<file path="config.mk">
export PLATFORM = sky130hd
export DESIGN_NAME = lkas_top
export DESIGN_NICKNAME = d
export VERILOG_FILES = /design/src/hdl/lkas_pkg.sv /design/src/hdl/lkas_top.sv
export SDC_FILE = /design/constraint.sdc
export NUM_CORES = 1
export LEC_CHECK = 0
export BUFFER_PORTS_ARGS = -buffer_cell sky130_fd_sc_hd__clkbuf_2
export CORE_UTILIZATION = 56
export DETAILED_ROUTE_END_ITERATION = 8
export HOLD_SLACK_MARGIN = 0.02
export PLACE_DENSITY = 0.88
export SKIP_CTS_REPAIR_TIMING = 1
export SYNTH_ARGS = -nofsm -noshare
export SYNTH_HDL_FRONTEND = slang
export SYNTH_SLANG_ARGS = --single-unit
</file>
<file path="constraint.sdc">
create_clock -name sys_clk_in -period 2.5 [get_ports sys_clk_in]
set_input_delay 0.5 -clock sys_clk_in [delete_from_list [all_inputs] [get_ports sys_clk_in]]
set_output_delay 0.5 -clock sys_clk_in [all_outputs]
set_load 0.005 [all_outputs]
</file>
<file path="src/hdl/lkas_pkg.sv">
package lkas_pkg;
   // Clock rate
   localparam int unsigned CLK_MHZ = 250;
   // Timing figures in their own units
   localparam int unsigned KEY_FILTER_US = 40;
   localparam int unsigned LS_LIMIT_MS = 30;
   localparam int unsigned LS_RETRY_MS = 600;
   localparam int unsigned CHK_WAIT_MS = 40;
   localparam int unsigned CHK_WINDOW_MS = 1;
   localparam int unsigned HS_FILTER_US = 5;
   localparam int unsigned HS_RETRY_MS = 40;
   localparam int unsigned ALARM_HALF_S_MS = 500;
   // Cycle counts derived from the figures
   localparam int unsigned KEY_FILTER_CYC = KEY_FILTER_US * CLK_MHZ;
   localparam int unsigned LS_LIMIT_CYC = LS_LIMIT_MS * 1000 * CLK_MHZ;
   localparam int unsigned LS_RETRY_CYC = LS_RETRY_MS * 1000 * CLK_MHZ;
   localparam int unsigned CHK_WAIT_CYC = CHK_WAIT_MS * 1000 * CLK_MHZ;
   localparam int unsigned CHK_WINDOW_CYC = CHK_WINDOW_MS * 1000 * CLK_MHZ;
   localparam int unsigned HS_FILTER_CYC = HS_FILTER_US * CLK_MHZ;
   localparam int unsigned HS_RETRY_CYC = HS_RETRY_MS * 1000 * CLK_MHZ;
   localparam int unsigned ALARM_UNIT_CYC = ALARM_HALF_S_MS * 1000 * CLK_MHZ;
   // Counter width for all timers
   localparam int unsigned TMR_W = 32;
   // Alarm source bit positions
   localparam int unsigned ALM_FIELD_DEGR = 0;
   localparam int unsigned ALM_FIELD_OC = 1;
   localparam int unsigned ALM_FIELD_BAT = 2;
   localparam int unsigned ALM_BAT_OV = 3;
   localparam int unsigned ALM_BAT_UV = 4;
   localparam int unsigned ALM_SENSE_LOSS = 5;
   localparam int unsigned ALM_KEY_SWITCH_OPEN = 6;
   localparam int unsigned ALM_W = 7;
   // Key supervision states
   typedef enum logic [2:0] {
      LKAS_STANDBY = 3'b000,
      LKAS_FILTER = 3'b001,
      LKAS_SAT = 3'b010,
      LKAS_CHECK = 3'b011
   } lkas_key_e;
   // Driver protection states
   typedef enum logic [1:0] {
      LKAS_DRV_ON = 2'b00,
      LKAS_DRV_OFF = 2'b01
   } lkas_drv_e;
endpackage

</file>
<file path="src/hdl/lkas_top.sv">
// Overview of operation
// RL1 - Leave standby when key threshold exceeded
// RL2 - Low-side limit held 30 ms: driver off
// RL3 - Low-side retry after 600 ms
// RL4 - Saturate lamp pin after 40 us filter
// RL5 - Check key every 40 ms, 1 ms window
// RL6 - Key present if threshold reached in window
// RL7 - Relay over-current 5 us: driver off
// RL8 - Relay retry after 40 ms
// RL9 - Lamp on after selected alarm validation time
// RL10 - Five fixed alarms, two maskable alarms
// RL11 - Ignition plus self-start: overvoltage kills drivers
// RL12 - Pre-excitation lights the lamp
// RL13 - Self-start wake-up window lights the lamp
// RL14 - Test mode on entry pin, no overvoltage
// RL15 - Test mode skips ramp, start delay, validation
// RL16 - Thermal fault turns lamp driver off
// RL17 - Self-start when phase is only wake source
// RL18 - Lamp follows alarm; validation restarts
// RL19 - Counter timers, static validation selection
`timescale 1ns/1ns
`default_nettype none
module lkas_top #(
   parameter int unsigned KEY_FILTER_CYC = lkas_pkg::KEY_FILTER_CYC,
   parameter int unsigned LS_LIMIT_CYC = lkas_pkg::LS_LIMIT_CYC,
   parameter int unsigned LS_RETRY_CYC = lkas_pkg::LS_RETRY_CYC,
   parameter int unsigned CHK_WAIT_CYC = lkas_pkg::CHK_WAIT_CYC,
   parameter int unsigned CHK_WINDOW_CYC = lkas_pkg::CHK_WINDOW_CYC,
   parameter int unsigned HS_RETRY_CYC = lkas_pkg::HS_RETRY_CYC,
   parameter int unsigned ALARM_UNIT_CYC = lkas_pkg::ALARM_UNIT_CYC
) (
   input wire logic sys_clk_in,
   input wire logic rst_n_in,
   input wire logic key_detect_in,
   input wire logic ls_limit_in,
   input wire logic hs_overcurrent_in,
   input wire logic thermal_fault_in,
   input wire logic [6:0] alarm_src_in,
   input wire logic sense_alarm_en_in,
   input wire logic key_switch_alarm_en_in,
   input wire logic [1:0] alarm_time_sel_in,
   input wire logic key_switch_if_en_in,
   input wire logic selfstart_en_in,
   input wire logic key_switch_mode2_in,
   input wire logic key_switch_floating_in,
   input wire logic key_switch_low_in,
   input wire logic phase_below_th_in,
   input wire logic phase_below_prex_in,
   input wire logic phase_in_wake_band_in,
   input wire logic other_wake_in,
   input wire logic phase_wake_in,
   input wire logic test_entry_in,
   output logic awake_out,
   output logic lamp_sat_out,
   output logic lamp_on_out,
   output logic ls_enable_out,
   output logic hs_enable_out,
   output logic selfstart_out,
   output logic test_mode_out,
   output logic ramp_bypass_out,
   output logic start_delay_bypass_out
);
   localparam int unsigned W = lkas_pkg::TMR_W;

   // Key supervision state
   lkas_pkg::lkas_key_e key_reg, key_next;
   logic [W-1:0] key_cnt_reg, key_cnt_next;
   logic key_seen_reg, key_seen_next;
   // Driver protection, alarm validation, test and self-start state
   lkas_pkg::lkas_drv_e ls_reg, hs_reg;
   logic [W-1:0] ls_cnt_reg, hs_cnt_reg;
   logic [W-1:0] alarm_cnt_reg;
   logic alarm_valid_reg;
   logic test_reg;
   logic ss_reg;

   // Validation time chosen from the static selection
   wire [W-1:0] alarm_limit = W'(ALARM_UNIT_CYC) * W'({30'h0, alarm_time_sel_in} + 32'h1); // RL9 RL19
   // Fixed alarms always count, the two configurable ones through their enables
   wire [6:0] alarm_mask = {key_switch_alarm_en_in, sense_alarm_en_in, 5'h1f}; // RL10
   wire alarm_any = |(alarm_src_in & alarm_mask); // RL10
   wire bat_ov = alarm_src_in[lkas_pkg::ALM_BAT_OV];
   // Overvoltage cut in the ignition and self-start combination
   wire key_switch_risky = key_switch_floating_in | (key_switch_mode2_in & key_switch_low_in);
   wire ov_kill = key_switch_if_en_in & selfstart_en_in & key_switch_risky & bat_ov; // RL11
   wire preexcite = phase_below_th_in | phase_below_prex_in; // RL12
   wire wake_lamp = ss_reg & phase_in_wake_band_in; // RL13
   wire key_awake = (key_reg != lkas_pkg::LKAS_STANDBY);

   // Key supervision next state
   always_comb begin
      key_next = key_reg;
      key_cnt_next = key_cnt_reg + W'(1);
      key_seen_next = key_seen_reg;
      case (key_reg)
         lkas_pkg::LKAS_STANDBY: begin
            key_cnt_next = '0;
            if (key_detect_in) begin
               key_next = lkas_pkg::LKAS_FILTER; // RL1
            end
         end
         lkas_pkg::LKAS_FILTER: begin
            if (!key_detect_in) begin
               key_next = lkas_pkg::LKAS_STANDBY;
               key_cnt_next = '0;
            end else if (key_cnt_reg >= W'(KEY_FILTER_CYC - 1)) begin
               key_next = lkas_pkg::LKAS_SAT; // RL4
               key_cnt_next = '0;
            end
         end
         lkas_pkg::LKAS_SAT: begin
            if (key_cnt_reg >= W'(CHK_WAIT_CYC - 1)) begin
               key_next = lkas_pkg::LKAS_CHECK; // RL5
               key_cnt_next = '0;
               key_seen_next = 1'b0;
            end
         end
         lkas_pkg::LKAS_CHECK: begin
            if (key_detect_in) begin
               key_seen_next = 1'b1; // RL6
            end
            if (key_cnt_reg >= W'(CHK_WINDOW_CYC - 1)) begin
               key_cnt_next = '0;
               if (key_seen_reg | key_detect_in) begin
                  key_next = lkas_pkg::LKAS_SAT; // RL6
               end else begin
                  key_next = lkas_pkg::LKAS_STANDBY; // RL6
               end
            end
         end
         default: begin
            key_next = lkas_pkg::LKAS_STANDBY;
            key_cnt_next = '0;
         end
      endcase
   end

   // Key supervision registers
   always_ff @(posedge sys_clk_in or negedge rst_n_in) begin
      if (!rst_n_in) begin
         key_reg <= lkas_pkg::LKAS_STANDBY;
         key_cnt_reg <= '0;
         key_seen_reg <= 1'b0;
      end else begin
         key_reg <= key_next;
         key_cnt_reg <= key_cnt_next;
         key_seen_reg <= key_seen_next;
      end
   end

   // Low-side lamp driver limit and retry timer
   always_ff @(posedge sys_clk_in or negedge rst_n_in) begin
      if (!rst_n_in) begin
         ls_reg <= lkas_pkg::LKAS_DRV_ON;
         ls_cnt_reg <= '0;
      end else if (ls_reg == lkas_pkg::LKAS_DRV_ON) begin
         if (!ls_limit_in) begin
            ls_cnt_reg <= '0;
         end else if (ls_cnt_reg >= W'(LS_LIMIT_CYC - 1)) begin
            ls_reg <= lkas_pkg::LKAS_DRV_OFF; // RL2
            ls_cnt_reg <= '0;
         end else begin
            ls_cnt_reg <= ls_cnt_reg + W'(1);
         end
      end else if (ls_cnt_reg >= W'(LS_RETRY_CYC - 1)) begin
         ls_reg <= lkas_pkg::LKAS_DRV_ON; // RL3
         ls_cnt_reg <= '0;
      end else begin
         ls_cnt_reg <= ls_cnt_reg + W'(1);
      end
   end

   // High-side relay driver filter and retry timer
   always_ff @(posedge sys_clk_in or negedge rst_n_in) begin
      if (!rst_n_in) begin
         hs_reg <= lkas_pkg::LKAS_DRV_ON;
         hs_cnt_reg <= '0;
      end else if (hs_reg == lkas_pkg::LKAS_DRV_ON) begin
         if (!hs_overcurrent_in) begin
            hs_cnt_reg <= '0;
         end else if (hs_cnt_reg >= W'(lkas_pkg::HS_FILTER_CYC - 1)) begin
            hs_reg <= lkas_pkg::LKAS_DRV_OFF; // RL7
            hs_cnt_reg <= '0;
         end else begin
            hs_cnt_reg <= hs_cnt_reg + W'(1);
         end
      end else if (hs_cnt_reg >= W'(HS_RETRY_CYC - 1)) begin
         hs_reg <= lkas_pkg::LKAS_DRV_ON; // RL8
         hs_cnt_reg <= '0;
      end else begin
         hs_cnt_reg <= hs_cnt_reg + W'(1);
      end
   end

   // Alarm validation; test mode skips the delay, restarts when alarms clear
   always_ff @(posedge sys_clk_in or negedge rst_n_in) begin
      if (!rst_n_in) begin
         alarm_cnt_reg <= '0;
         alarm_valid_reg <= 1'b0;
      end else if (!alarm_any) begin
         alarm_cnt_reg <= '0; // RL18
         alarm_valid_reg <= 1'b0; // RL18
      end else if (test_reg) begin
         alarm_valid_reg <= 1'b1; // RL15
      end else if (alarm_cnt_reg >= alarm_limit - W'(1)) begin
         alarm_valid_reg <= 1'b1; // RL9
      end else begin
         alarm_cnt_reg <= alarm_cnt_reg + W'(1);
      end
   end

   // Test mode latch and self-start wake path
   always_ff @(posedge sys_clk_in or negedge rst_n_in) begin
      if (!rst_n_in) begin
         test_reg <= 1'b0;
         ss_reg <= 1'b0;
      end else begin
         if (test_entry_in && !bat_ov) begin
            test_reg <= 1'b1; // RL14
         end
         if (other_wake_in || key_awake) begin
            ss_reg <= 1'b0;
         end else if (phase_wake_in) begin
            ss_reg <= 1'b1; // RL17
         end
      end
   end

   // Registered outputs
   always_ff @(posedge sys_clk_in or negedge rst_n_in) begin
      if (!rst_n_in) begin
         awake_out <= 1'b0;
         lamp_sat_out <= 1'b0;
         lamp_on_out <= 1'b0;
         ls_enable_out <= 1'b0;
         hs_enable_out <= 1'b0;
         selfstart_out <= 1'b0;
         test_mode_out <= 1'b0;
         ramp_bypass_out <= 1'b0;
         start_delay_bypass_out <= 1'b0;
      end else begin
         awake_out <= key_awake | ss_reg;
         lamp_sat_out <= (key_reg == lkas_pkg::LKAS_SAT); // RL4
         lamp_on_out <= (alarm_valid_reg | preexcite | wake_lamp) // RL12 RL13
            & !thermal_fault_in & !ov_kill; // RL16 RL11
         ls_enable_out <= (ls_reg == lkas_pkg::LKAS_DRV_ON) & !thermal_fault_in // RL2 RL16
            & !ov_kill; // RL11
         hs_enable_out <= (hs_reg == lkas_pkg::LKAS_DRV_ON) & !ov_kill; // RL7 RL11
         selfstart_out <= ss_reg;
         test_mode_out <= test_reg;
         ramp_bypass_out <= test_reg; // RL15
         start_delay_bypass_out <= test_reg; // RL15
      end
   end

   // Assertions
   chk_ls_limit_off: assert property (@(posedge sys_clk_in) disable iff (!rst_n_in) // RL2
      (ls_reg == lkas_pkg::LKAS_DRV_ON && ls_limit_in && ls_cnt_reg == W'(LS_LIMIT_CYC - 1))
      |=> ls_reg == lkas_pkg::LKAS_DRV_OFF)
      else $error("low-side driver not switched off at limit time");
   chk_ls_retry_time: assert property (@(posedge sys_clk_in) disable iff (!rst_n_in) // RL3
      (ls_reg == lkas_pkg::LKAS_DRV_OFF && ls_cnt_reg < W'(LS_RETRY_CYC - 1))
      |=> ls_reg == lkas_pkg::LKAS_DRV_OFF)
      else $error("low-side driver retried early");
   chk_key_standby_exit: assert property (@(posedge sys_clk_in) disable iff (!rst_n_in) // RL1
      (key_reg == lkas_pkg::LKAS_STANDBY && key_detect_in) |=> key_reg == lkas_pkg::LKAS_FILTER)
      else $error("key detect did not leave standby");
   chk_sat_follows_state: assert property (@(posedge sys_clk_in) disable iff (!rst_n_in) // RL4
      $rose(key_reg == lkas_pkg::LKAS_SAT) |=> lamp_sat_out)
      else $error("lamp not saturated after filter");
   chk_window_bounded: assert property (@(posedge sys_clk_in) disable iff (!rst_n_in) // RL5
      key_reg == lkas_pkg::LKAS_CHECK |-> key_cnt_reg < W'(CHK_WINDOW_CYC))
      else $error("check window too long");
   chk_key_lost_standby: assert property (@(posedge sys_clk_in) disable iff (!rst_n_in) // RL6
      (key_reg == lkas_pkg::LKAS_CHECK && key_cnt_reg == W'(CHK_WINDOW_CYC - 1)
       && !key_seen_reg && !key_detect_in) |=> key_reg == lkas_pkg::LKAS_STANDBY)
      else $error("removed key not detected");
   chk_hs_off_filter: assert property (@(posedge sys_clk_in) disable iff (!rst_n_in) // RL7
      (hs_reg == lkas_pkg::LKAS_DRV_ON && hs_overcurrent_in
       && hs_cnt_reg == W'(lkas_pkg::HS_FILTER_CYC - 1)) |=> ##1 !hs_enable_out)
      else $error("relay driver not switched off");
   chk_thermal_lamp_off: assert property (@(posedge sys_clk_in) disable iff (!rst_n_in) // RL16
      thermal_fault_in |=> !lamp_on_out && !ls_enable_out)
      else $error("lamp on during thermal fault");
   chk_ov_kill_drivers: assert property (@(posedge sys_clk_in) disable iff (!rst_n_in) // RL11
      ov_kill |=> !hs_enable_out && !lamp_on_out && !ls_enable_out)
      else $error("drivers on during overvoltage cut");
   chk_alarm_clear_off: assert property (@(posedge sys_clk_in) disable iff (!rst_n_in) // RL18
      !alarm_any |=> !alarm_valid_reg && alarm_cnt_reg == '0)
      else $error("validation not restarted");
   // Timer holds and expiries of both drivers and of the key supervision
   chk_ls_retry_on: assert property (@(posedge sys_clk_in) disable iff (!rst_n_in) // RL3
      (ls_reg == lkas_pkg::LKAS_DRV_OFF && ls_cnt_reg == W'(LS_RETRY_CYC - 1))
      |=> ls_reg == lkas_pkg::LKAS_DRV_ON)
      else $error("low-side driver not retried");
   chk_key_filter_time: assert property (@(posedge sys_clk_in) disable iff (!rst_n_in) // RL4
      (key_reg == lkas_pkg::LKAS_FILTER && key_cnt_reg < W'(KEY_FILTER_CYC - 1))
      |=> key_reg != lkas_pkg::LKAS_SAT)
      else $error("lamp saturated before filter time");
   chk_sat_wait_time: assert property (@(posedge sys_clk_in) disable iff (!rst_n_in) // RL5
      (key_reg == lkas_pkg::LKAS_SAT && key_cnt_reg < W'(CHK_WAIT_CYC - 1))
      |=> key_reg == lkas_pkg::LKAS_SAT)
      else $error("key check started early");
   chk_hs_filter_hold: assert property (@(posedge sys_clk_in) disable iff (!rst_n_in) // RL7
      (hs_reg == lkas_pkg::LKAS_DRV_ON && hs_cnt_reg < W'(lkas_pkg::HS_FILTER_CYC - 1))
      |=> hs_reg == lkas_pkg::LKAS_DRV_ON)
      else $error("relay driver cut before filter time");
   chk_hs_retry_early: assert property (@(posedge sys_clk_in) disable iff (!rst_n_in) // RL8
      (hs_reg == lkas_pkg::LKAS_DRV_OFF && hs_cnt_reg < W'(HS_RETRY_CYC - 1))
      |=> hs_reg == lkas_pkg::LKAS_DRV_OFF)
      else $error("relay driver retried early");
   chk_hs_retry_on: assert property (@(posedge sys_clk_in) disable iff (!rst_n_in) // RL8
      (hs_reg == lkas_pkg::LKAS_DRV_OFF && hs_cnt_reg == W'(HS_RETRY_CYC - 1))
      |=> hs_reg == lkas_pkg::LKAS_DRV_ON)
      else $error("relay driver not retried");
   // Alarm validation, masking and test mode
   chk_alarm_wait_time: assert property (@(posedge sys_clk_in) disable iff (!rst_n_in) // RL9
      (alarm_any && !test_reg && !alarm_valid_reg && alarm_cnt_reg < alarm_limit - W'(1))
      |=> !alarm_valid_reg)
      else $error("alarm validated early");
   chk_mask_blocks_alarm: assert property (@(posedge sys_clk_in) disable iff (!rst_n_in) // RL10
      (alarm_src_in[4:0] == 5'h00 && !(alarm_src_in[5] && sense_alarm_en_in)
       && !(alarm_src_in[6] && key_switch_alarm_en_in)) |=> !alarm_valid_reg)
      else $error("masked alarm validated");
   chk_test_entry_taken: assert property (@(posedge sys_clk_in) disable iff (!rst_n_in) // RL14
      (test_entry_in && !alarm_src_in[lkas_pkg::ALM_BAT_OV]) |=> test_reg)
      else $error("test mode not entered");
   chk_test_ov_refused: assert property (@(posedge sys_clk_in) disable iff (!rst_n_in) // RL14
      (!test_reg && alarm_src_in[lkas_pkg::ALM_BAT_OV]) |=> !test_reg)
      else $error("test mode entered in overvoltage");
   chk_test_skips_delay: assert property (@(posedge sys_clk_in) disable iff (!rst_n_in) // RL15
      (alarm_any && test_reg) |=> alarm_valid_reg)
      else $error("validation delay kept in test mode");
   chk_bypass_follows_test: assert property (@(posedge sys_clk_in) disable iff (!rst_n_in) // RL15
      test_reg |=> ramp_bypass_out && start_delay_bypass_out)
      else $error("bypass outputs missing in test mode");
   // Direct lamp paths and the self-start wake source
   chk_preexcite_lamp: assert property (@(posedge sys_clk_in) disable iff (!rst_n_in) // RL12
      (preexcite && !thermal_fault_in && !ov_kill) |=> lamp_on_out)
      else $error("lamp dark in pre-excitation");
   chk_wake_band_lamp: assert property (@(posedge sys_clk_in) disable iff (!rst_n_in) // RL13
      (ss_reg && phase_in_wake_band_in && !thermal_fault_in && !ov_kill) |=> lamp_on_out)
      else $error("lamp dark in wake-up band");
   chk_ss_phase_only: assert property (@(posedge sys_clk_in) disable iff (!rst_n_in) // RL17
      (other_wake_in || key_awake) |=> !ss_reg)
      else $error("self-start kept with another wake source");
endmodule
`default_nettype wire

</file>
==> out/summary.txt, run 1 <==
clk root buf: clkbuf_16
period utilization: 1.38
clock skew: 0.00810 ns
Vias: 6680
max incr delay on CP: 0.33 ns
Core Footprint: 13500 um^2
Setup WS pre-CTS: -1.29 ns
RSZ-0062 raised after global routing: yes
PwrDens: 630 nW/um^2
Final setup viols: 37
post-layout min period: 3.44 ns
Crit Path Class: in -> reg
Post-synth ARST share: 1.00
EDFF count, synth: 0
placed inst area: 9100 um^2
number of global-route vias before repair: 6399
Fin. Hold Viols: 3
max frequency: 291 MHz
Ys Warns: 0
post-route cell area: 10000 um^2
slowest CP cell: ha_4
failing checks: hold timing, setup timing
Worst setup EP type: register
predominant post-synthesis flop cell: dfrtp_1
remaining antenna violation count: 0
Vias/cell: 5.99
Reg2Reg Depth: 8
gr busiest metal: met2
Cell Area, Synth: 7860 um^2
final number of max-transition violations: 0
drt pass-1 iters: 5
post-synthesis sequential area ratio: 0.456
Critical Path Fanout Max: 5
crit-path leading delay family: compound AO/OA/AOI/OAI gates
Clock Sinks: 143
later-pin clock latency in the skew report: 0.43 ns
Synth area leader: dfrtp_1
total power: 6.30 mW
# H-tree levels: 4
fin nets: 995
Diodes inserted: 0
Slew @ Worst Pin: 0.641 ns
most common cell in the netlist: dfrtp_1
io pins: 37
Initial Util: 0.584
largest net degree at the start of global routing: 52
share of the synthesized area in the top cell type: 0.456
Max Cap Viol: 0
die area: 14500 um^2
Die Wd: 120 um
Distinct cells, synth: 69
GRT Residual Overflow: 0
initial antenna violation count: 0
Post-synth top cells: dfrtp_1, nor2_1, nand2_1, xnor2_1, nand3_1
met2 Resource Use GR: 0.466
Max Root-Sink Buffers: 2
CP arrival: 3.75 ns
CTS tree: built
R2R setup slack: -0.03 ns
FILL cells: 829
Remaining DRCs: 0
post-synthesis cell count: 800
port bufs: 36
Setup TNS: -27.41 ns
DRT iter0 DRCs: 569
total leakage power: 4.04 nW
worst r2r src: ls_cnt_reg[0]$_DFF_PN0_
Post-Route WL: 20300 um
CTS clk-pin slew, worst paths: 0.07 ns
Reg-to-Reg End: ls_cnt_reg[26]$_DFF_PN0_
met3 track demand over resource: 0.0476
hold slack: -0.00363 ns
Mean Syn Cell Area: 9.82 um^2
layout cell share with drive strength beyond 1: 0.226
Worst EP required: 2.80 ns
Synth area leaders: dfrtp_1, xnor2_1, nor2_1
Routed wire per std cell: 18.2 um
die height: 120 um
VDD IR-drop max: 0.526 mV
GRT Util Overall: 0.265
area delta synth->final: 27.3%
buffers and inverters on the worst path: 4
#FFs+latches synth: 143
Worst Hold Class: in -> async
global-route wire length before repair: 30200 um
routability cong.: 0.860
met1 usage: 0.330
crit-path cells: buf_8 > clkinvlp_4 > ha_4 > xnor2_4 > ha_4 > nor3b_4 > a211oi_2 > xor2_1 > ha_1 > o21ai_1 > o21bai_1 > a21oi_2 > o21ai_4 > clkbuf_16 > buf_4 > a2111oi_4 > xnor2_1 > nor2_1
hpwl dp: 12300 um
outcome: finished with violations
Setup WS post-layout: -0.942 ns
number of buffers created by CTS: 17
Top cell by count, worst path: ha_4
Worst setup SP type: input pin
Rows: 42
Slew HR: 0.573
[metal layers]
| metal | routed length [um] | up-vias | share of wire |
|---|---|---|---|
| met2 | 10400 | 309 | 0.51 |
| li1 | - | 3049 | - |
| met4 | 690 | 0 | 0.034 |
| met1 | 7960 | 3250 | 0.39 |
| met3 | 1210 | 72 | 0.059 |
| met5 | 0 | - | 0 |
[where the power goes]
group	switching, mW	internal (mW)	total [mW]
Combinational	0.690	0.535	1.22
Sequential	0.203	2.49	2.69
Clock	1.08	1.30	2.38
[through the flow]
stage                     instances  utilization
after floorplan                 819            -
after global placement         1072        0.677
after detailed placement       1072        0.677
after CTS                      1104        0.718
after global routing           1116        0.743
final                          1116        0.743
[final cells by class]
type / count / area (um^2) / area share
Multi-Input combinational cell: 622 / 4580 / 0.458
Sequential cell: 143 / 3580 / 0.358
Timing Repair Buffer: 113 / 948 / 0.0948
Clock buffer: 18 / 429 / 0.0429
Tap cell: 176 / 220 / 0.0220
Clock inverter: 14 / 124 / 0.0124
Inverter: 30 / 120 / 0.0120
[how the worst max path moves through the flow]
stage | from | end | slack, ns | depth (start not counted)
floorplan | alarm_time_sel_in[1] | alarm_cnt_reg[2]$_DFFE_PN0P_ | -1.10 | 17
global placement | alarm_time_sel_in[0] | alarm_cnt_reg[2]$_DFFE_PN0P_ | -1.17 | 18
detailed placement | alarm_time_sel_in[0] | alarm_cnt_reg[24]$_DFFE_PN0P_ | -1.29 | 17
CTS | alarm_time_sel_in[0] | alarm_cnt_reg[24]$_DFFE_PN0P_ | -0.94 | 17
global route | alarm_time_sel_in[0] | alarm_cnt_reg[7]$_DFFE_PN0P_ | -1.13 | 18
finish | alarm_time_sel_in[0] | alarm_cnt_reg[7]$_DFFE_PN0P_ | -0.94 | 18
[cells by family after synthesis]
| logic type | share of synthesized area |
|---|---|
| AO/OA/AOI/OAI | 0.116 |
| XOR/XNOR | 0.114 |
| adder cells (fa/ha/maj) | 0.0637 |
| buffers and inverters | 0.0320 |
| flip-flops | 0.456 |
| multiplexers | 0.00127 |
| other | 0.000477 |
| AND/OR/NAND/NOR | 0.217 |
[layout by cell type, fill, tap and decap left out, types with 3 or more instances in the layout]
cell type,netlist,final
clkinv_4,0,4
clkbuf_16,0,19
nand2_1,65,64
inv_1,30,28
xnor2_1,61,59
conb_1,1,20
nor3b_1,4,3
a211oi_1,9,4
nand4_1,23,23
buf_4,4,63
and3_1,12,12
a211oi_2,0,5
a21oi_1,18,14
nor4_1,16,15
nor3_1,17,16
buf_6,2,4
clkbuf_2,0,33
nand3_1,42,42
nor2_1,141,140
a31oi_1,3,3
and4_1,3,3
ha_1,40,37
a2111oi_4,2,21
dfrtp_1,143,143
nand3b_1,5,5
o21ai_0,16,12
inv_6,0,5
or3_1,3,3
nor2b_1,6,5
buf_12,0,10
xor2_1,41,41
clkinvlp_4,0,5
a21oi_2,1,4
o21ai_1,2,6
Note: power is estimated with default switching activity, not from simulation.
==> inputs of run 2 (changes only) <==
--- a/config.mk
+++ b/config.mk
@@ -6,9 +6,10 @@
 export NUM_CORES = 1
 export LEC_CHECK = 0
-export BUFFER_PORTS_ARGS = -buffer_cell sky130_fd_sc_hd__clkbuf_2
-export CORE_UTILIZATION = 56
+export CORE_UTILIZATION = 58
+export CTS_CLUSTER_SIZE = 24
 export DETAILED_ROUTE_END_ITERATION = 8
+export DONT_BUFFER_PORTS = 1
 export HOLD_SLACK_MARGIN = 0.02
-export PLACE_DENSITY = 0.88
+export PLACE_DENSITY = 0.87
 export SKIP_CTS_REPAIR_TIMING = 1
 export SYNTH_ARGS = -nofsm -noshare
==> constraint.sdc (replaced) <==
create_clock -name sys_clk_in -period 2.5 [get_ports sys_clk_in]
set_input_delay 0.125 -clock sys_clk_in [delete_from_list [all_inputs] [get_ports sys_clk_in]]
set_output_delay 0.125 -clock sys_clk_in [all_outputs]
set_load 0.005 [all_outputs]
==> run 2 against run 1 <==
Net effect: the flow still finishes with violations (hold timing, setup timing); first-iteration DRC count increased by 27%; setup slack improved by 0.50 ns; sequential share of layout area increased by 0.31 points; flip-flop and latch count unchanged; cell count fell by 3.4%; critical path depth is 2 lower; count of clock-buffer cells in the layout up 4; routed wire length up 3.6%; via count decreased by 0.81%; utilization rose by 0.54 points.
==> out/summary.txt, run 2 (synthesis gave the netlist of run 1 again) <==
outcome: finished with violations
failing checks: hold timing, setup timing
Worst setup SP type: input pin
Reg2Reg Depth: 5
VDD IR-drop max: 0.597 mV
hold slack: -0.610 ns
CTS tree: built
slowest CP cell: ha_4
global-route wire length before repair: 29600 um
GRT Util Overall: 0.266
gr busiest metal: met2
Net Sw Frac: 0.284
area delta synth->final: 26.3%
worst r2r src: ls_cnt_reg[28]$_DFF_PN0_
buffers and inverters on the worst path: 2
die height: 118 um
Final Util: 0.749
Crit Path Class: in -> reg
CP arrival: 3.24 ns
Routed wire per std cell: 19.5 um
largest net degree at the start of global routing: 144
fin nets: 957
Initial Util: 0.593
final number of max-transition violations: 0
Clock Sinks: 143
routability cong.: 0.817
max incr delay on CP: 0.31 ns
Worst Hold Class: in -> async
register share of total power: 0.417
Slew @ Worst Pin: 0.648 ns
port bufs: 0
Critical Path Fanout Max: 9
Slew HR: 0.564
Final setup viols: 59
met1 usage: 0.334
clock network power share: 0.410
placed inst area: 8790 um^2
Vias: 6626
clk root buf: clkbuf_16
hpwl dp: 11300 um
post-route cell area: 9920 um^2
total leakage power: 3.89 nW
Top cell by count, worst path: ha_4
initial antenna violation count: 0
clock skew: 0.0106 ns
Fin. Hold Viols: 143
Die Wd: 118 um
Combinational Power Share: 0.172
CTS clk-pin slew, worst paths: 0.06 ns
Crit. Startpoint: alarm_time_sel_in[0]
Setup WS post-layout: -0.440 ns
DRT iter0 DRCs: 724
max frequency: 340 MHz
most frequent cells in the layout: dfrtp_1, nor2_1, nand2_1
Diodes inserted: 0
Core Footprint: 13200 um^2
number of buffers created by CTS: 17
io pins: 37
met3 track demand over resource: 0.0478
number of global-route vias before repair: 6278
Remaining DRCs: 0
Vias/cell: 6.15
PwrDens: 659 nW/um^2
# H-tree levels: 4
Max Cap Viol: 0
RSZ-0062 raised after global routing: yes
cell count along the critical path: 16
Max Root-Sink Buffers: 2
GRT Residual Overflow: 0
met2 Resource Use GR: 0.452
crit-path cells: clkinvlp_4 > ha_4 > xnor2_4 > ha_4 > nor3b_4 > a211oi_2 > xor2_1 > ha_1 > o21ai_2 > o21bai_1 > a21oi_2 > o21ai_4 > buf_12 > a21oi_4 > mux2i_1 > nor2_1
remaining antenna violation count: 0
layout cell share with drive strength beyond 1: 0.180
FILL cells: 801
crit-path leading delay family: compound AO/OA/AOI/OAI gates
Worst EP required: 2.80 ns
drt pass-1 iters: 6
Setup WS pre-CTS: -0.697 ns
post-layout min period: 2.94 ns
commonest non-fill, non-tap cell in the layout: dfrtp_1
die area: 14000 um^2
Post-Route WL: 21000 um
total power: 6.53 mW
Rows: 42
Worst setup EP type: register
later-pin clock latency in the skew report: 0.43 ns
P_int: 4.68 mW
switching component of the power: 1.85 mW
period utilization: 1.18
run 2: changes by cell type in the layout (fill, tap and decap cells not counted), sizes merged:
cell         previous run  this run
a21boi                  3         2
bufinv                  0         3
inv                    35        28
dlygate4sd3             0        13
clkbuf                 53        24
buf                    78        61
run 2: worst reg2reg max path: stages, from the launching register on:
cell,delay (ns)
dfrtp_1,0.37
or4_1,0.58
nor4_1,0.52
nor4b_4,0.52
a31oi_4,0.30
nor2_1,0.20
run 2: layout make-up:
cell class	count	area, um^2	share of cell area
Clock buffer	22	494	0.0498
Sequential cell	143	3580	0.361
Multi-Input combinational cell	621	4630	0.467
Inverter	30	120	0.0121
Tap cell	176	220	0.0222
Timing Repair Buffer	76	744	0.0751
Clock inverter	10	133	0.0134
run 2: worst paths after layout:
kind / endpoint / slack, ns
setup / recovery: alarm_cnt_reg[1]$_DFFE_PN0P_ / -0.44
hold / removal: alarm_cnt_reg[21]$_DFFE_PN0P_ / -0.61
max in group asynchronous: ls_cnt_reg[16]$_DFF_PN0_ / 2.85
min in group sys_clk_in: lamp_on_out$_DFF_PN0_ / 0.01
hold reg to reg: start_delay_bypass_out$_DFF_PN0_ / 0.43
setup reg to reg: ls_cnt_reg[23]$_DFF_PN0_ / -0.07
run 2: per-stage QoR:
step / TNS [ns] / cells
6_report: -11.10 / 1078
5_1_grt: -17.53 / 1078
4_1_cts: -9.89 / 1055
3_5_place_dp: -21.32 / 1023
3_3_place_gp: -17.92 / 1023
2_1_floorplan: -21.98 / 819
run 2: layer usage:
metal	part of all wire	routed length, um	vias up
met5	0	0	-
met4	0.040	842	0
met3	0.064	1360	99
met2	0.50	10500	340
met1	0.39	8300	3246
li1	-	-	2941
run 2: power groups by stage:
stage / Clock (mW) / Combinational [mW] / Sequential [mW]
floorplan: 0 / 0.729 / 2.67
global placement: 0 / 0.903 / 2.73
detailed placement: 0 / 0.946 / 2.74
CTS: 2.66 / 0.970 / 2.71
global route: 2.79 / 1.22 / 2.74
finish: 2.68 / 1.13 / 2.73
